===== src/deser_pkg.sv =====
package deser_pkg;
    // register indices, not byte addresses (byte address = 4 * index)
    localparam logic [7:0] IDX_GEN_CFG = 8'h02;
    localparam logic [7:0] IDX_PORT_LOCK_STATUS = 8'h4D;
    localparam logic [7:0] IDX_PORT_CFG = 8'h6D;
    localparam logic [7:0] IDX_PAGE = 8'hB0;
    localparam logic [7:0] IDX_INDEX = 8'hB1;
    localparam logic [7:0] IDX_DATA = 8'hB2;
    localparam logic [7:0] IDX_IRQ_STS = 8'hC0;
    localparam logic [7:0] IDX_IRQ_MASK = 8'hC1;
    localparam logic [7:0] IDX_MON_STS = 8'hC2;
    // general configuration fields
    localparam int GEN_OE_VAL = 0;
    localparam int GEN_OE_OVR = 1;
    localparam int GEN_OSS_VAL = 2;
    localparam int GEN_OSS_OVR = 3;
    localparam int GEN_GPIO_LOCK = 4;
    // port configuration fields
    localparam int PCFG_COAX = 2;
    // receive mode encodings
    localparam logic [1:0] MODE_LF12 = 2'h0;
    localparam logic [1:0] MODE_HF12 = 2'h1;
    localparam logic [1:0] MODE_TEN = 2'h2;
    // indirect monitor programming values
    localparam logic [7:0] PG_MON = 8'h14;
    localparam logic [7:0] PG_PORT = 8'h18;
    localparam logic [7:0] IX_ENABLE = 8'h00;
    localparam logic [7:0] IX_MUX = 8'h02;
    localparam logic [7:0] IX_MUX_B = 8'h03;
    localparam logic [7:0] IX_MUX_C = 8'h04;
    localparam logic [7:0] IX_PORT_A = 8'h0F;
    localparam logic [7:0] IX_PORT_B = 8'h10;
    localparam logic [7:0] DV_ENABLE = 8'h80;
    localparam logic [7:0] DV_MUX_P0 = 8'h20;
    localparam logic [7:0] DV_MUX_P1 = 8'hA0;
    localparam logic [7:0] DV_MUX_BC = 8'h28;
    localparam logic [7:0] DV_PORT_A = 8'h01;
    localparam logic [7:0] DV_PORT_B = 8'h02;
    // reset values
    localparam logic [7:0] RST_GEN_CFG = 8'h00;
    localparam logic [7:0] RST_BYTE = 8'h00;
    // timing: link lost when no link-clock edge for this long
    localparam int LINK_TIMEOUT_NS = 1000;
    localparam int CLK_PERIOD_NS = 5;
    localparam int LINK_TIMEOUT_CYC = LINK_TIMEOUT_NS / CLK_PERIOD_NS;
    localparam int EQ_MAX = 15;
endpackage : deser_pkg


===== src/deser_mode_output_ctrl.sv =====
// The Wishbone register port was chosen for this implementation.
`timescale 1ns/1ps
module deser_mode_output_ctrl (
    input wire logic clk_i,
    input wire logic rst_i,
    input wire logic [31:0] wb_adr_i,
    input wire logic [31:0] wb_dat_i,
    output logic [31:0] wb_dat_o,
    input wire logic wb_we_i,
    input wire logic [3:0] wb_sel_i,
    input wire logic wb_cyc_i,
    input wire logic wb_stb_i,
    output logic wb_ack_o,
    input wire logic [2:0] mode_strap_i,
    input wire logic power_down_bar_i,
    input wire logic output_enable_pin_i,
    input wire logic output_state_select_i,
    input wire logic link_clk_i,
    input wire logic ser_pclk_active_i,
    input wire logic [1:0] rx_serial_i,
    input wire logic [11:0] rx_data_i,
    input wire logic rx_pass_i,
    output logic [11:0] data_o,
    output logic data_oe_n_o,
    output logic pclk_o,
    output logic pclk_oe_n_o,
    output logic lock_o,
    output logic lock_oe_n_o,
    output logic pass_o,
    output logic pass_oe_n_o,
    output logic link_rate_clk_o,
    output logic gpio_lock_o,
    output logic remote_i2c_en_o,
    output logic [3:0] eq_setting_o,
    output logic monitor_loop_output_o,
    output logic irq_o
);
    typedef enum logic [1:0] {ACQUIRE, LINKED} link_state_t;

    // synchronisers: first stage read only by the second
    logic [2:0] strap_s1, strap_s2;
    logic pdb_s1, pdb_s2, oen_s1, oen_s2, oss_s1, oss_s2;
    logic lk_s1, lk_s2, lk_d, act_s1, act_s2;
    logic [1:0] ser_s1, ser_s2;
    always_ff @(posedge clk_i) begin
        strap_s1 <= mode_strap_i;
        strap_s2 <= strap_s1;
        pdb_s1 <= power_down_bar_i;
        pdb_s2 <= pdb_s1;
        oen_s1 <= output_enable_pin_i;
        oen_s2 <= oen_s1;
        oss_s1 <= output_state_select_i;
        oss_s2 <= oss_s1;
        lk_s1 <= link_clk_i;
        lk_s2 <= lk_s1;
        lk_d <= lk_s2;
        act_s1 <= ser_pclk_active_i;
        act_s2 <= act_s1;
        ser_s1 <= rx_serial_i;
        ser_s2 <= ser_s1;
    end

    // registers
    logic [7:0] gen_cfg, port_cfg, page, index, idata, irq_sts, irq_mask;
    logic [7:0] mon_en_r, mon_mux_r, mon_b_r, mon_c_r, mon_pa_r, mon_pb_r;
    logic strap_loaded, reset_seen;

    // strap decode
    wire strap_reserved = (strap_s2[1:0] == 2'h0);
    wire strap_coax = strap_s2[2];
    wire [1:0] strap_mode = 2'(strap_s2[1:0] - 2'h1);

    // wishbone decode
    wire [7:0] reg_idx = wb_adr_i[9:2];
    wire bus_req = wb_cyc_i && wb_stb_i && !wb_ack_o;
    wire wr_lane = bus_req && wb_we_i && wb_sel_i[0];
    wire wr_gen = wr_lane && (reg_idx == deser_pkg::IDX_GEN_CFG);
    wire wr_pcfg = wr_lane && (reg_idx == deser_pkg::IDX_PORT_CFG);
    wire wr_page = wr_lane && (reg_idx == deser_pkg::IDX_PAGE);
    wire wr_index = wr_lane && (reg_idx == deser_pkg::IDX_INDEX);
    wire wr_data = wr_lane && (reg_idx == deser_pkg::IDX_DATA);
    wire wr_isit = wr_lane && (reg_idx == deser_pkg::IDX_IRQ_STS);
    wire wr_imask = wr_lane && (reg_idx == deser_pkg::IDX_IRQ_MASK);

    // link activity: edges of the sampled link clock
    wire lk_edge = lk_s2 ^ lk_d;
    logic [7:0] idle_cnt;
    link_state_t link_st;
    wire linked = (link_st == LINKED);
    wire serial_static = !linked;

    // output control selection
    wire oe_eff = gen_cfg[deser_pkg::GEN_OE_OVR] ? gen_cfg[deser_pkg::GEN_OE_VAL] : oen_s2;
    wire oss_eff = gen_cfg[deser_pkg::GEN_OSS_OVR] ? gen_cfg[deser_pkg::GEN_OSS_VAL] : oss_s2;
    wire [1:0] mode = port_cfg[1:0];
    // lock pin qualification per mode
    wire lock_pin = linked && ((mode != deser_pkg::MODE_HF12) || act_s2);

    // register writes; strap captured once after reset release
    always_ff @(posedge clk_i) begin
        if (rst_i) begin
            gen_cfg <= deser_pkg::RST_GEN_CFG;
            port_cfg <= deser_pkg::RST_BYTE;
            strap_loaded <= 1'b0;
            reset_seen <= 1'b0;
        end else begin
            reset_seen <= 1'b1;
            if (wr_gen)
                gen_cfg <= wb_dat_i[7:0];
            if (wr_pcfg) begin
                port_cfg <= wb_dat_i[7:0];
            end else if (reset_seen && !strap_loaded) begin
                strap_loaded <= 1'b1;
                port_cfg <= {5'h00, strap_coax, strap_reserved ? deser_pkg::MODE_LF12 : strap_mode};
            end
        end
    end

    // indirect monitor registers
    always_ff @(posedge clk_i) begin
        if (rst_i) begin
            page <= deser_pkg::RST_BYTE;
            index <= deser_pkg::RST_BYTE;
            idata <= deser_pkg::RST_BYTE;
            mon_en_r <= deser_pkg::RST_BYTE;
            mon_mux_r <= deser_pkg::RST_BYTE;
            mon_b_r <= deser_pkg::RST_BYTE;
            mon_c_r <= deser_pkg::RST_BYTE;
            mon_pa_r <= deser_pkg::RST_BYTE;
            mon_pb_r <= deser_pkg::RST_BYTE;
        end else begin
            if (wr_page)
                page <= wb_dat_i[7:0];
            if (wr_index)
                index <= wb_dat_i[7:0];
            if (wr_data) begin
                idata <= wb_dat_i[7:0];
                if (page == deser_pkg::PG_MON && index == deser_pkg::IX_ENABLE)
                    mon_en_r <= wb_dat_i[7:0];
                if (page == deser_pkg::PG_MON && index == deser_pkg::IX_MUX)
                    mon_mux_r <= wb_dat_i[7:0];
                if (page == deser_pkg::PG_MON && index == deser_pkg::IX_MUX_B)
                    mon_b_r <= wb_dat_i[7:0];
                if (page == deser_pkg::PG_MON && index == deser_pkg::IX_MUX_C)
                    mon_c_r <= wb_dat_i[7:0];
                if (page == deser_pkg::PG_PORT && index == deser_pkg::IX_PORT_A)
                    mon_pa_r <= wb_dat_i[7:0];
                if (page == deser_pkg::PG_PORT && index == deser_pkg::IX_PORT_B)
                    mon_pb_r <= wb_dat_i[7:0];
            end
        end
    end

    // monitor driver runs only once the full sequence is in place
    wire mon_ready = (mon_en_r == deser_pkg::DV_ENABLE) && (mon_b_r == deser_pkg::DV_MUX_BC)
        && (mon_c_r == deser_pkg::DV_MUX_BC) && (mon_pa_r == deser_pkg::DV_PORT_A)
        && (mon_pb_r == deser_pkg::DV_PORT_B);
    wire mon_port1 = (mon_mux_r == deser_pkg::DV_MUX_P1);
    wire mon_sel_ok = mon_port1 || (mon_mux_r == deser_pkg::DV_MUX_P0);

    // link acquisition and loss detection
    always_ff @(posedge clk_i) begin
        if (rst_i) begin
            link_st <= ACQUIRE;
            idle_cnt <= 8'h00;
        end else begin
            idle_cnt <= lk_edge ? 8'h00 : (idle_cnt == 8'hFF ? idle_cnt : 8'(idle_cnt + 8'h01));
            case (link_st)
                ACQUIRE: if (lk_edge && idle_cnt < 8'(deser_pkg::LINK_TIMEOUT_CYC))
                    link_st <= LINKED;
                LINKED: if (idle_cnt >= 8'(deser_pkg::LINK_TIMEOUT_CYC))
                    link_st <= ACQUIRE;
                default: link_st <= ACQUIRE;
            endcase
        end
    end

    // equalizer: steps while linked, cleared on loss of lock
    logic [3:0] eq;
    logic eq_dir;
    always_ff @(posedge clk_i) begin
        if (rst_i || !linked) begin
            eq <= 4'h0;
            eq_dir <= 1'b1;
        end else if (lk_edge) begin
            eq <= eq_dir ? 4'(eq + 4'h1) : 4'(eq - 4'h1);
            if (eq == 4'(deser_pkg::EQ_MAX - 1) && eq_dir)
                eq_dir <= 1'b0;
            else if (eq == 4'h1 && !eq_dir)
                eq_dir <= 1'b1;
        end
    end

    // link-rate clock from link clock edges: /2 (every other), x2/3 (drop every third), x1
    // a mod-3 phase cannot give a divide by two, so a separate half bit paces that mode
    logic [1:0] ph;
    logic half;
    logic lrc;
    always_ff @(posedge clk_i) begin
        if (rst_i) begin
            ph <= 2'h0;
            half <= 1'b0;
            lrc <= 1'b0;
        end else if (lk_edge) begin
            ph <= (ph == 2'h2) ? 2'h0 : 2'(ph + 2'h1);
            half <= ~half;
            case (mode)
                deser_pkg::MODE_TEN: lrc <= half ? ~lrc : lrc;
                deser_pkg::MODE_HF12: lrc <= (ph == 2'h2) ? lrc : ~lrc;
                default: lrc <= ~lrc;
            endcase
        end
    end

    // interrupts: lock gained, lock lost; set wins over write-one clear
    link_state_t link_st_prev;
    wire [7:0] irq_ev = {6'h00, linked && link_st_prev == ACQUIRE, !linked && link_st_prev == LINKED};
    always_ff @(posedge clk_i) begin
        if (rst_i) begin
            link_st_prev <= ACQUIRE;
            irq_sts <= deser_pkg::RST_BYTE;
            irq_mask <= deser_pkg::RST_BYTE;
        end else begin
            link_st_prev <= link_st;
            irq_sts <= (irq_sts & ~(wr_isit ? wb_dat_i[7:0] : 8'h00)) | irq_ev;
            if (wr_imask)
                irq_mask <= wb_dat_i[7:0];
        end
    end

    // read mux
    wire [7:0] rd_byte =
        (reg_idx == deser_pkg::IDX_GEN_CFG) ? gen_cfg :
        (reg_idx == deser_pkg::IDX_PORT_LOCK_STATUS) ? {7'h00, linked} :
        (reg_idx == deser_pkg::IDX_PORT_CFG) ? port_cfg :
        (reg_idx == deser_pkg::IDX_PAGE) ? page :
        (reg_idx == deser_pkg::IDX_INDEX) ? index :
        (reg_idx == deser_pkg::IDX_DATA) ? idata :
        (reg_idx == deser_pkg::IDX_IRQ_STS) ? irq_sts :
        (reg_idx == deser_pkg::IDX_IRQ_MASK) ? irq_mask :
        (reg_idx == deser_pkg::IDX_MON_STS) ? {4'h0, eq} : 8'h00;

    // bus answer one cycle after the request; unmapped reads give zero
    always_ff @(posedge clk_i) begin
        if (rst_i) begin
            wb_ack_o <= 1'b0;
            wb_dat_o <= 32'h0000_0000;
        end else begin
            wb_ack_o <= bus_req;
            wb_dat_o <= {24'h00_0000, rd_byte};
        end
    end

    // parallel output states
    always_ff @(posedge clk_i) begin
        if (rst_i) begin
            lock_o <= 1'b0;
            pass_o <= 1'b0;
            data_o <= 12'h000;
            pclk_o <= 1'b0;
            {lock_oe_n_o, pass_oe_n_o, data_oe_n_o, pclk_oe_n_o} <= 4'hF;
        end else if (!pdb_s2) begin
            {lock_oe_n_o, pass_oe_n_o, data_oe_n_o, pclk_oe_n_o} <= 4'hF;
            lock_o <= 1'b0;
            data_o <= 12'h000;
            pclk_o <= 1'b0;
        end else if (!oe_eff) begin
            lock_oe_n_o <= 1'b0;
            lock_o <= lock_pin;
            pass_oe_n_o <= !oss_eff;
            pass_o <= 1'b0;
            {data_oe_n_o, pclk_oe_n_o} <= {!oss_eff, !oss_eff};
            data_o <= 12'h000;
            pclk_o <= 1'b0;
        end else begin
            {lock_oe_n_o, pass_oe_n_o, data_oe_n_o, pclk_oe_n_o} <= 4'h0;
            lock_o <= lock_pin;
            if (serial_static && oss_eff) begin
                data_o <= 12'h000;
                pclk_o <= 1'b0;
            end else if (linked && !oss_eff) begin
                data_o <= 12'h000;
                pclk_o <= 1'b0;
                pass_o <= 1'b1;
            end else if (linked) begin
                data_o <= rx_data_i;
                pclk_o <= lrc;
                pass_o <= rx_pass_i;
            end else begin
                data_o <= 12'h000;
                pclk_o <= 1'b0;
                pass_o <= 1'b0;
            end
        end
    end

    // misc status outputs
    always_ff @(posedge clk_i) begin
        if (rst_i) begin
            gpio_lock_o <= 1'b0;
            remote_i2c_en_o <= 1'b0;
            eq_setting_o <= 4'h0;
            monitor_loop_output_o <= 1'b0;
            link_rate_clk_o <= 1'b0;
            irq_o <= 1'b0;
        end else begin
            gpio_lock_o <= gen_cfg[deser_pkg::GEN_GPIO_LOCK] && linked;
            remote_i2c_en_o <= linked;
            eq_setting_o <= eq;
            monitor_loop_output_o <= mon_ready && mon_sel_ok && ser_s2[mon_port1];
            link_rate_clk_o <= lrc;
            irq_o <= |(irq_sts & ~irq_mask); // a set mask bit silences its event
        end
    end

    AST_LOSS_RESETS_EQ: assert property (@(posedge clk_i) disable iff (rst_i)
        $fell(linked) |=> (eq == 4'h0)) else $error("equalizer not reset on loss of lock");
    AST_PDB_HIZ: assert property (@(posedge clk_i) disable iff (rst_i)
        !pdb_s2 |=> (lock_oe_n_o && pass_oe_n_o && data_oe_n_o && pclk_oe_n_o))
        else $error("outputs driven during power-down");
    AST_STATIC_LOW: assert property (@(posedge clk_i) disable iff (rst_i)
        (pdb_s2 && oe_eff && oss_eff && serial_static) |=> (!lock_o && data_o == 12'h000
        && $stable(pass_o))) else $error("static input outputs wrong");
    AST_HF_LOCK: assert property (@(posedge clk_i) disable iff (rst_i)
        (pdb_s2 && oe_eff && mode == deser_pkg::MODE_HF12 && !act_s2) |=> !lock_o)
        else $error("lock high without pixel clock in hf mode");
    AST_LF_LOCK: assert property (@(posedge clk_i) disable iff (rst_i)
        (pdb_s2 && oe_eff && mode != deser_pkg::MODE_HF12 && linked) |=> lock_o)
        else $error("lock low while linked");
    AST_I2C_GATE: assert property (@(posedge clk_i) disable iff (rst_i)
        remote_i2c_en_o |-> $past(linked)) else $error("remote i2c before lock");
    AST_OVR_OE: assert property (@(posedge clk_i) disable iff (rst_i)
        (pdb_s2 && gen_cfg[deser_pkg::GEN_OE_OVR] && !gen_cfg[deser_pkg::GEN_OE_VAL])
        |=> data_oe_n_o == !$past(oss_eff)) else $error("override ignored");
    AST_PCFG_WRITE: assert property (@(posedge clk_i) disable iff (rst_i)
        wr_pcfg |=> port_cfg == $past(wb_dat_i[7:0])) else $error("port config write lost");
endmodule : deser_mode_output_ctrl


===== config.mk =====
export PLATFORM = sky130hd
export DESIGN_NAME = deser_mode_output_ctrl
export DESIGN_NICKNAME = d
export VERILOG_FILES = /design/src/deser_pkg.sv /design/src/deser_mode_output_ctrl.sv
export SDC_FILE = /design/constraint.sdc
export NUM_CORES = 1
export LEC_CHECK = 0
export BUFFER_PORTS_ARGS = -buffer_cell sky130_fd_sc_hd__buf_2
export CORE_UTILIZATION = 58
export DETAILED_ROUTE_END_ITERATION = 8
export HOLD_SLACK_MARGIN = 0.15
export PLACE_DENSITY = 0.84
export SETUP_SLACK_MARGIN = 0.15
export SLEW_MARGIN = 20
export SYNTH_ARGS = -nofsm -noshare
export SYNTH_HDL_FRONTEND = slang
export SYNTH_SLANG_ARGS = --single-unit
export TNS_END_PERCENT = 5

===== constraint.sdc =====
create_clock -name clk_i -period 6.35 [get_ports clk_i]
set_input_delay 0.635 -clock clk_i [delete_from_list [all_inputs] [get_ports clk_i]]
set_output_delay 0.635 -clock clk_i [all_outputs]
set_load 0.005 [all_outputs]

==> Word-level counts from Yosys, hierarchy flattened <==
Cells that the tools add are included.
{ "op_classes": {"n_bitwise": 12, "mux": 34, "order_cmp": 3, "add_sub_neg": 5, "n_eq_ne": 37, "reduce_logical": 62} }
{ "op_table": {"columns": ["op", "n"], "rows": [
  ["$mux 8", 11],
  ["$eq 8x8->1 const B", 9],
  ["$logic_and 1x1->1", 33],
  ["$eq 8x2->1 const B", 4],
  ["$eq 8x5->1 const B", 3],
  ["$eq 8x6->1 const B", 3],
  ["$reduce_and 2->1", 10],
  ["$and 8x8->8", 2],
  ["$eq 8x7->1 const B", 2],
  ["$not 8->8", 2],
  ["$mux 1", 15],
  ["$add 8x1->8 const B", 1],
  ["$eq 8x1->1 const B", 1],
  ["$eq 8x3->1 const B", 1],
  ["$eq 8x4->1 const B", 1],
  ["$ge 8x8->1 const B", 1],
  ["$logic_not 8->1", 1],
  ["$lt 8x8->1 const B", 1],
  ["$mux 2", 4],
  ["$mux 4", 2],
  ["$ne 2x2->1 const B", 4],
  ["$or 8x2->8", 1],
  ["$reduce_or 8->1", 1],
  ["$eq 2x1->1 const B", 3],
  ["other kinds (20)", 37]
]} }
{ "word_totals": {"ff_bits": 207, "out_inout_bits": 61} }

==> Depth between registers and ports, before layout <==
Gate-level depths: netlist of the first run.
{ "logic_depth": {"depth_word": 10, "ltp_mapped": 9, "ltp_nobuf": 7} }

==> Least setup slack after synthesis of the first run <==
No wires, ideal clock.
{ "synth_timing": {"path_kind": "input-to-reg", "from": "input port wb_adr_i[8]", "to": "register mon_pb_r[0]", "path_stages": 5, "required_time_ns": 6.222, "slack_ns": 3.955, "setup_time_ns": 0.128, "t_arrival_ns": 2.268, "path_cell_list": "nand4b_1 nor4b_4 nand4_4 mux2i_1 nor2_1"} }
{ "synth_via": {"elab_chain_cells": 3} }
{ "synth_rtl": {"columns": ["item", "line_no", "source"], "rows": [
  ["start, declared", "deser_mode_output_ctrl.sv:6", "input wire logic [31:0] wb_adr_i,"],
  ["$eq 8x8->1", "deser_mode_output_ctrl.sv:81", "wire wr_data = wr_lane && (reg_idx == deser_pkg::IDX_DATA);"],
  ["$logic_and 1x1->1", "deser_mode_output_ctrl.sv:81", null],
  ["$reduce_and 2->1 (no source line)", null, null],
  ["end signal, assigned", "deser_mode_output_ctrl.sv:130", "mon_pb_r <= deser_pkg::RST_BYTE;"],
  ["end signal, assigned", "deser_mode_output_ctrl.sv:149", "mon_pb_r <= wb_dat_i[7:0];"],
  ["end, declared", "deser_mode_output_ctrl.sv:65", "logic [7:0] mon_en_r, mon_mux_r, mon_b_r, mon_c_r, mon_pa_r, mon_pb_r;"]
]} }
No other way between the ends.
A chain may end at the register's enable or synchronous reset.

==> Final worst setup path of the first run <==
{ "layout_timing": {"from": "input port wb_adr_i[2]", "to": "register strap_loaded"} }
{ "layout_via": {"elab_chain_cells": 4} }
{ "layout_rtl": {"columns": ["item", "line_no", "source"], "rows": [
  ["$eq 8x7->1", "deser_mode_output_ctrl.sv:78", "wire wr_pcfg = wr_lane && (reg_idx == deser_pkg::IDX_PORT_CFG);"],
  ["$logic_and 1x1->1", "deser_mode_output_ctrl.sv:78", null],
  ["$not 1->1 (no source line)", null, null],
  ["$reduce_and 2->1 (no source line)", null, null],
  ["end signal, assigned", "deser_mode_output_ctrl.sv:104", "strap_loaded <= 1'b0;"],
  ["end signal, assigned", "deser_mode_output_ctrl.sv:113", "strap_loaded <= 1'b1;"],
  ["end, declared", "deser_mode_output_ctrl.sv:66", "logic strap_loaded, reset_seen;"]
]} }
No other way between the ends.

==> results of run 1 <==
[worst register-to-register path: stages, from the launching register on]
cell and delay (ps):
dfxtp_1 330, or4b_4 560, nor4b_4 740, nand4_4 390, mux2i_1 270, nor2_1 60
[final cells by class]
cell class / count / area, um^2 / share of cell area, %
clock buffers: 18 / 439.2 / 5.245
clock inverters: 13 / 170.2 / 2.032
multi-input cells: 536 / 3430 / 40.96
repair buffers: 84 / 430.4 / 5.140
well taps: 168 / 210.2 / 2.510
inverters: 24 / 90.09 / 1.076
flip-flops and latches: 180 / 3603 / 43.04
[layout by cell type (no fill, tap or decap), types with 3 or more instances in the layout]
| cell type | count |
|---|---|
| a211oi_1 | 14 |
| a21oi_1 | 43 |
| a221oi_1 | 3 |
| a222oi_1 | 5 |
| a22o_1 | 5 |
| a22oi_1 | 4 |
| a32oi_1 | 3 |
| and2_1 | 14 |
| and3_1 | 8 |
| and4b_1 | 3 |
| buf_2 | 80 |
| buf_4 | 4 |
| clkbuf_16 | 17 |
| clkinv_4 | 3 |
| conb_1 | 24 |
| dfxtp_1 | 180 |
| ha_1 | 8 |
| inv_1 | 24 |
| inv_6 | 3 |
| inv_8 | 3 |
| mux2_2 | 3 |
| mux2i_1 | 68 |
| nand2_1 | 77 |
| nand2b_1 | 5 |
| nand3_1 | 22 |
| nand4_1 | 7 |
| nand4_4 | 6 |
| nor2_1 | 101 |
| nor2b_1 | 7 |
| nor3_1 | 9 |
| nor3b_1 | 4 |
| nor4_1 | 8 |
| nor4b_1 | 10 |
| o21a_1 | 3 |
| o21ai_0 | 15 |
| o22ai_1 | 4 |
| o2bb2ai_1 | 3 |
| o32ai_1 | 3 |
| xnor2_1 | 4 |
| xor2_1 | 6 |
[logic make-up after synthesis]
kind of cell             Yosys count  synth area share, %
XOR/XNOR                          11                1.307
buffers and inverters             89                5.888
multiplexers                      71                9.689
AO/OA/AOI/OAI                    118                10.62
AND/OR/NAND/NOR                  304                22.21
other                              1              0.05086
adder cells (fa/ha/maj)            8                1.358
flip-flops                       180                48.87
[layer usage]
| metal | vias up | global-route usage [%] | part of all wire (%) |
|---|---|---|---|
| met1 | 2743 | 34.69 | 43 |
| met4 | 0 | 9.177 | 1.4 |
| li1 | 2806 | - | - |
| met2 | 246 | 43.15 | 48 |
| met3 | 20 | 6.273 | 7.0 |
| met5 | - | 0 | 0 |
[per-stage QoR]
step	setup WS, ps	area (um^2)	instances	utilization (%)	total power, mW
floorplan	3955	7460	805	-	1.263
detailed placement	3416	7756	992	63.51	1.295
global route	3560	8373	1023	68.57	2.415
finish	3736	8373	1023	68.57	2.341
global placement	3412	7756	992	63.51	1.293
CTS	3851	8366	1023	68.50	2.351
[power groups by stage]
stage / Clock, mW / Sequential [mW] / Combinational (mW)
after floorplan: 0 / 1.18 / 0.0811
after global placement: 0 / 1.18 / 0.109
after detailed placement: 0 / 1.18 / 0.110
after CTS: 1.08 / 1.16 / 0.111
after global routing: 1.13 / 1.16 / 0.124
final: 1.07 / 1.16 / 0.113
[path summary, 6_finish.rpt]
| check | cells past startpoint | endpoint | slack, ps |
|---|---|---|---|
| worst max register to register | 5 | mon_pa_r[5] | 3870 |
| worst max-delay path | 6 | strap_loaded | 3740 |
| worst min-delay path | 1 | lk_s1 | 300 |
| worst min register to register | 0 | pdb_s2 | 330 |
==> results.json, run 1 <==
{
  "hold_path.class": "in -> reg",
  "drc": 0,
  "finalNetCount": 947,
  "detail-route-antenna-nets": 0,
  "clock_power_share_pct": 45.6,
  "cts_tree": "built",
  "vdd_drop_max_mv": 0.1722,
  "avgRoutedWirePerCell_um": 16.53,
  "syn_area_um2": 7373,
  "ys_seq_elements": 180,
  "place_hpwl_um": 11070,
  "synth.distinct_cells": 61,
  "cp.arrival_ps": 2900,
  "status": "finished clean",
  "wl_um": 16910,
  "vias": 5815,
  "holdWs_ps": 303.7,
  "p_int_mw": 1.790,
  "worstSetupPathType": "in -> reg",
  "synth_top_area_share_pct": 48.87,
  "largest_register_ff_count": 12,
  "cts_num_sinks": 180,
  "yosysMostFrequentCell": "dfxtp_1",
  "setup.worst_path.start_class": "primary input",
  "pwr-share-seq_pct": 49.6,
  "finClkSkew_ps": 6.860,
  "drv_cap": 0,
  "synthFlopType": "dfxtp_1",
  "die_w_um": 114.8,
  "clkLatencyLatePin_ps": 430,
  "core_area_um2": 12210,
  "hp-start": "link_clk_i",
  "netlist_instances": 782,
  "drtIter0Drc": 577,
  "ys_top_cells_by_count": "dfxtp_1 (180), nor2_1 (101), nand2_1 (77)",
  "tightest_slew_ps": 1008,
  "maxSlewViolCount": 0,
  "ys_seq_area_share_pct": 48.87,
  "syn_area_per_cell_um2": 9.429,
  "yosysWarnings": 0,
  "cp.required_ps": 6640,
  "final-setup-viol-count": 0,
  "top_register": "data_o",
  "clk_path_buf_depth": 2,
  "cts_hold_buffers": 0,
  "die-area_um2": 13170,
  "htreeDepth": 4,
  "cp-startpoint": "wb_adr_i[2]",
  "fp.dieH_um": 114.8,
  "fin_crit_sh_pct": 41.16,
  "power_leakage_nw": 3.603,
  "ios": 157,
  "num_rows": 40,
  "fin_crit_ps": 2614,
  "fin_setup_tns_ps": 0,
  "worstSetupEndpointType": "register",
  "timing.rr.start": "page[0]",
  "antenna_found_initial": 0,
  "grt-ovfl-total": 0,
  "fillCellCount": 927,
  "cp_max_fo": 33,
  "grt_usage_pct": 26.50,
  "cts_root_buffer": "clkbuf_16",
  "sw_frac_of_total_pct": 23.52,
  "grt_max_degree": 66,
  "p_per_area_nw_per_um2": 279.5,
  "hold_violations": 0,
  "synth_area_leaders": "dfxtp_1 (49%), mux2i_1 (9.2%), nor2_1 (5.1%), nand2_1 (3.9%), a21oi_1 (2.9%)",
  "p_sw_mw": 0.5506,
  "diodes": 0,
  "cp.buffers_inverters": 1,
  "cts_setup_buffers": 0,
  "drtPass1Iterations": 6,
  "synth_area_leader_cell": "dfxtp_1",
  "cp_top_family": "simple AND/OR/NAND/NOR gates",
  "grt_pass1_vias": 5222,
  "place.gp.congestion": 0.9319,
  "clk_pin_slew_worst_paths_ps": 70,
  "portBuffers": 81,
  "grt_pass1_wl_um": 26690,
  "slew-limit-headroom_pct": 32.65,
  "cts_resized": 0,
  "vias_per_cell": 5.684,
  "max_freq_ghz": 0.3826,
  "critPathMaxStageDelay_ps": 580,
  "async_reset_ff_share_pct": 0,
  "start_util_pct": 60.38,
  "cts_buffers": 17,
  "area_growth_pct": 13.56,
  "p_comb_share_pct": 4.8,
  "synth_edf_count": 0,
  "rsz0062_at_grt": "false",
  "drive_above_1_share_pct": 15.79,
  "cpMaxStageDelayCell": "nor2b_1",
  "path_cells": "buf_2 -> nor2b_1 -> and4_1 -> nand3_1 -> a21oi_1 -> nor2_1"
}
(Power assumes the default switching activity.)
==> run 2: changes to the inputs <==
--- a/config.mk
+++ b/config.mk
@@ -6,10 +6,10 @@
 export NUM_CORES = 1
 export LEC_CHECK = 0
 export BUFFER_PORTS_ARGS = -buffer_cell sky130_fd_sc_hd__buf_2
-export CORE_UTILIZATION = 58
+export CORE_UTILIZATION = 49
 export DETAILED_ROUTE_END_ITERATION = 8
 export HOLD_SLACK_MARGIN = 0.15
-export PLACE_DENSITY = 0.84
+export PLACE_DENSITY = 0.76
 export SETUP_SLACK_MARGIN = 0.15
 export SLEW_MARGIN = 20
 export SYNTH_ARGS = -nofsm -noshare
==> constraint.sdc (replaced) <==
create_clock -name clk_i -period 2.35 [get_ports clk_i]
set_input_delay 0.235 -clock clk_i [delete_from_list [all_inputs] [get_ports clk_i]]
set_output_delay 0.235 -clock clk_i [all_outputs]
set_load 0.005 [all_outputs]
==> results.json, run 2 (synthesized netlist as in run 1, its figures left out) <==
{
  "die_w_um": 124.7,
  "antenna_found_initial": 0,
  "fin_cells": 1079,
  "wl_met1_um": 7969,
  "fin_crit_sh_pct": 88.40,
  "diodes": 0,
  "cts_num_sinks": 180,
  "area_growth_pct": 18.29,
  "vdd_drop_max_mv": 0.6808,
  "drtIter0Drc": 643,
  "final-setup-viol-count": 0,
  "top_register": "data_o",
  "num_rows": 44,
  "grt_max_degree": 127,
  "drive_above_1_share_pct": 17.09,
  "clk_path_buf_depth": 2,
  "critPathMaxStageDelay_ps": 560,
  "path_cells": "or4b_4 -> nor4b_4 -> buf_4 -> nand4_4 -> mux2i_1 -> nor2_1",
  "fp.dieH_um": 124.7,
  "holdWs_ps": 245.7,
  "final_area_um2": 8722,
  "ios": 157,
  "max_freq_ghz": 0.4814,
  "dr_wl_met2_um": 8542,
  "pwr-share-seq_pct": 50.5,
  "worstSetupPathType": "reg -> reg",
  "cts_setup_buffers": 0,
  "htreeDepth": 4,
  "hold_violations": 0,
  "final_cell_mix": "dfxtp_1 (180), nor2_1 (101), buf_2 (80), nand2_1 (77), mux2i_1 (68)",
  "vias": 6006,
  "dp.cells": 1024,
  "final.setup.worst_slack_ps": 272.7,
  "p_per_area_nw_per_um2": 711.1,
  "cpMaxStageDelayCell": "or4b_4",
  "slew-limit-headroom_pct": 47.52,
  "sw_frac_of_total_pct": 25.11,
  "clock_power_share_pct": 43.7,
  "final_common_cell": "dfxtp_1",
  "cp.arrival_ps": 2370,
  "clk_pin_slew_worst_paths_ps": 70,
  "grt_usage_pct": 23.62,
  "place_area_um2": 7909,
  "cp_max_fo": 8,
  "grt_pass1_vias": 5619,
  "drtPass1Iterations": 5,
  "p_comb_share_pct": 5.8,
  "wl_met3_um": 1210,
  "place.gp.congestion": 0.8987,
  "p_int_mw": 4.645,
  "tightest_slew_ps": 780.1,
  "drc": 0,
  "worstSetupEndpointType": "register",
  "fin_setup_tns_ps": 0,
  "start_util_pct": 50.54,
  "cts_root_buffer": "clkbuf_16",
  "place_hpwl_um": 11520,
  "largest_register_ff_count": 12,
  "setup.worst_path.start_class": "register",
  "detail-route-antenna-nets": 0,
  "cts_tree": "built",
  "vias_per_cell": 5.566,
  "clkLatencyLatePin_ps": 430,
  "core_area_um2": 14590,
  "maxSlewViolCount": 0,
  "timing.rr.start": "page[0]",
  "status": "finished clean",
  "hp-start": "wb_dat_i[5]",
  "finClkSkew_ps": 13.55,
  "die-area_um2": 15540,
  "fin_crit_ps": 2077,
  "cp.required_ps": 2650,
  "grt_pass1_wl_um": 29020,
  "finalNetCount": 986,
  "pre_cts_slack_ps": 278.2,
  "drv_cap": 0,
  "rsz0062_at_grt": "false",
  "grt-ovfl-total": 0,
  "avgRoutedWirePerCell_um": 16.82,
  "p_sw_mw": 1.558,
  "routed.top_layer": "met4",
  "power_leakage_nw": 3.773,
  "wl_um": 18150,
  "portBuffers": 81,
  "cts_buffers": 17,
  "hold_path.class": "in -> reg",
  "cp-startpoint": "page[0]"
}
## run 2: layer usage
layer	up-vias	global-route usage, %
met2	245	38.06
li1	2889	-
met1	2837	31.58
met4	0	8.859
met3	35	4.167
met5	-	0
## run 2: layout make-up
class                      count  area, um^2
tap                          184       230.2
inverter                      24       90.09
fill                        1240        5867
multi-input combinational    536        3436
clock inverter                15       143.9
timing repair buffer         123       793.3
clock buffer                  17       425.4
sequential                   180        3603
## run 2: power by group through the flow
stage | Combinational (mW) | Clock, mW | Sequential [mW]
after floorplan | 0.219 | 0 | 3.19
after global placement | 0.312 | 0 | 3.20
after detailed placement | 0.316 | 0 | 3.20
after CTS | 0.348 | 2.76 | 3.13
after global routing | 0.385 | 2.91 | 3.14
final | 0.358 | 2.71 | 3.13
## run 2: worst paths after layout
| path | to | slack (ps) | cells after the start |
|---|---|---|---|
| max reg2reg | mon_pa_r[2] | 270 | 6 |
| min reg2reg | oen_s2 | 330 | 0 |
| min | index[5] | 250 | 3 |
| max | mon_pa_r[2] | 270 | 6 |
## run 2: repair_timing
action                                 4_1_cts  5_1_grt
gates resized for setup                      0        1
setup endpoints to repair                    0        3
hold buffers                                23        0
endpoints found under the hold margin       23        0
## run 2: metrics by stage
step                      utilization [%]  power, mW
after detailed placement            54.21      3.518
after global placement              54.21      3.512
after global routing                59.79      6.431
after CTS                           59.69      6.235
after floorplan                         -      3.414
final                               59.79      6.203
## run 2: critical path: cells and delay by family, from the launching register on
kind	cells	cell delay [ps]
simple gates	4	1110
flops	1	330
buf+inv	1	250
mux	1	250
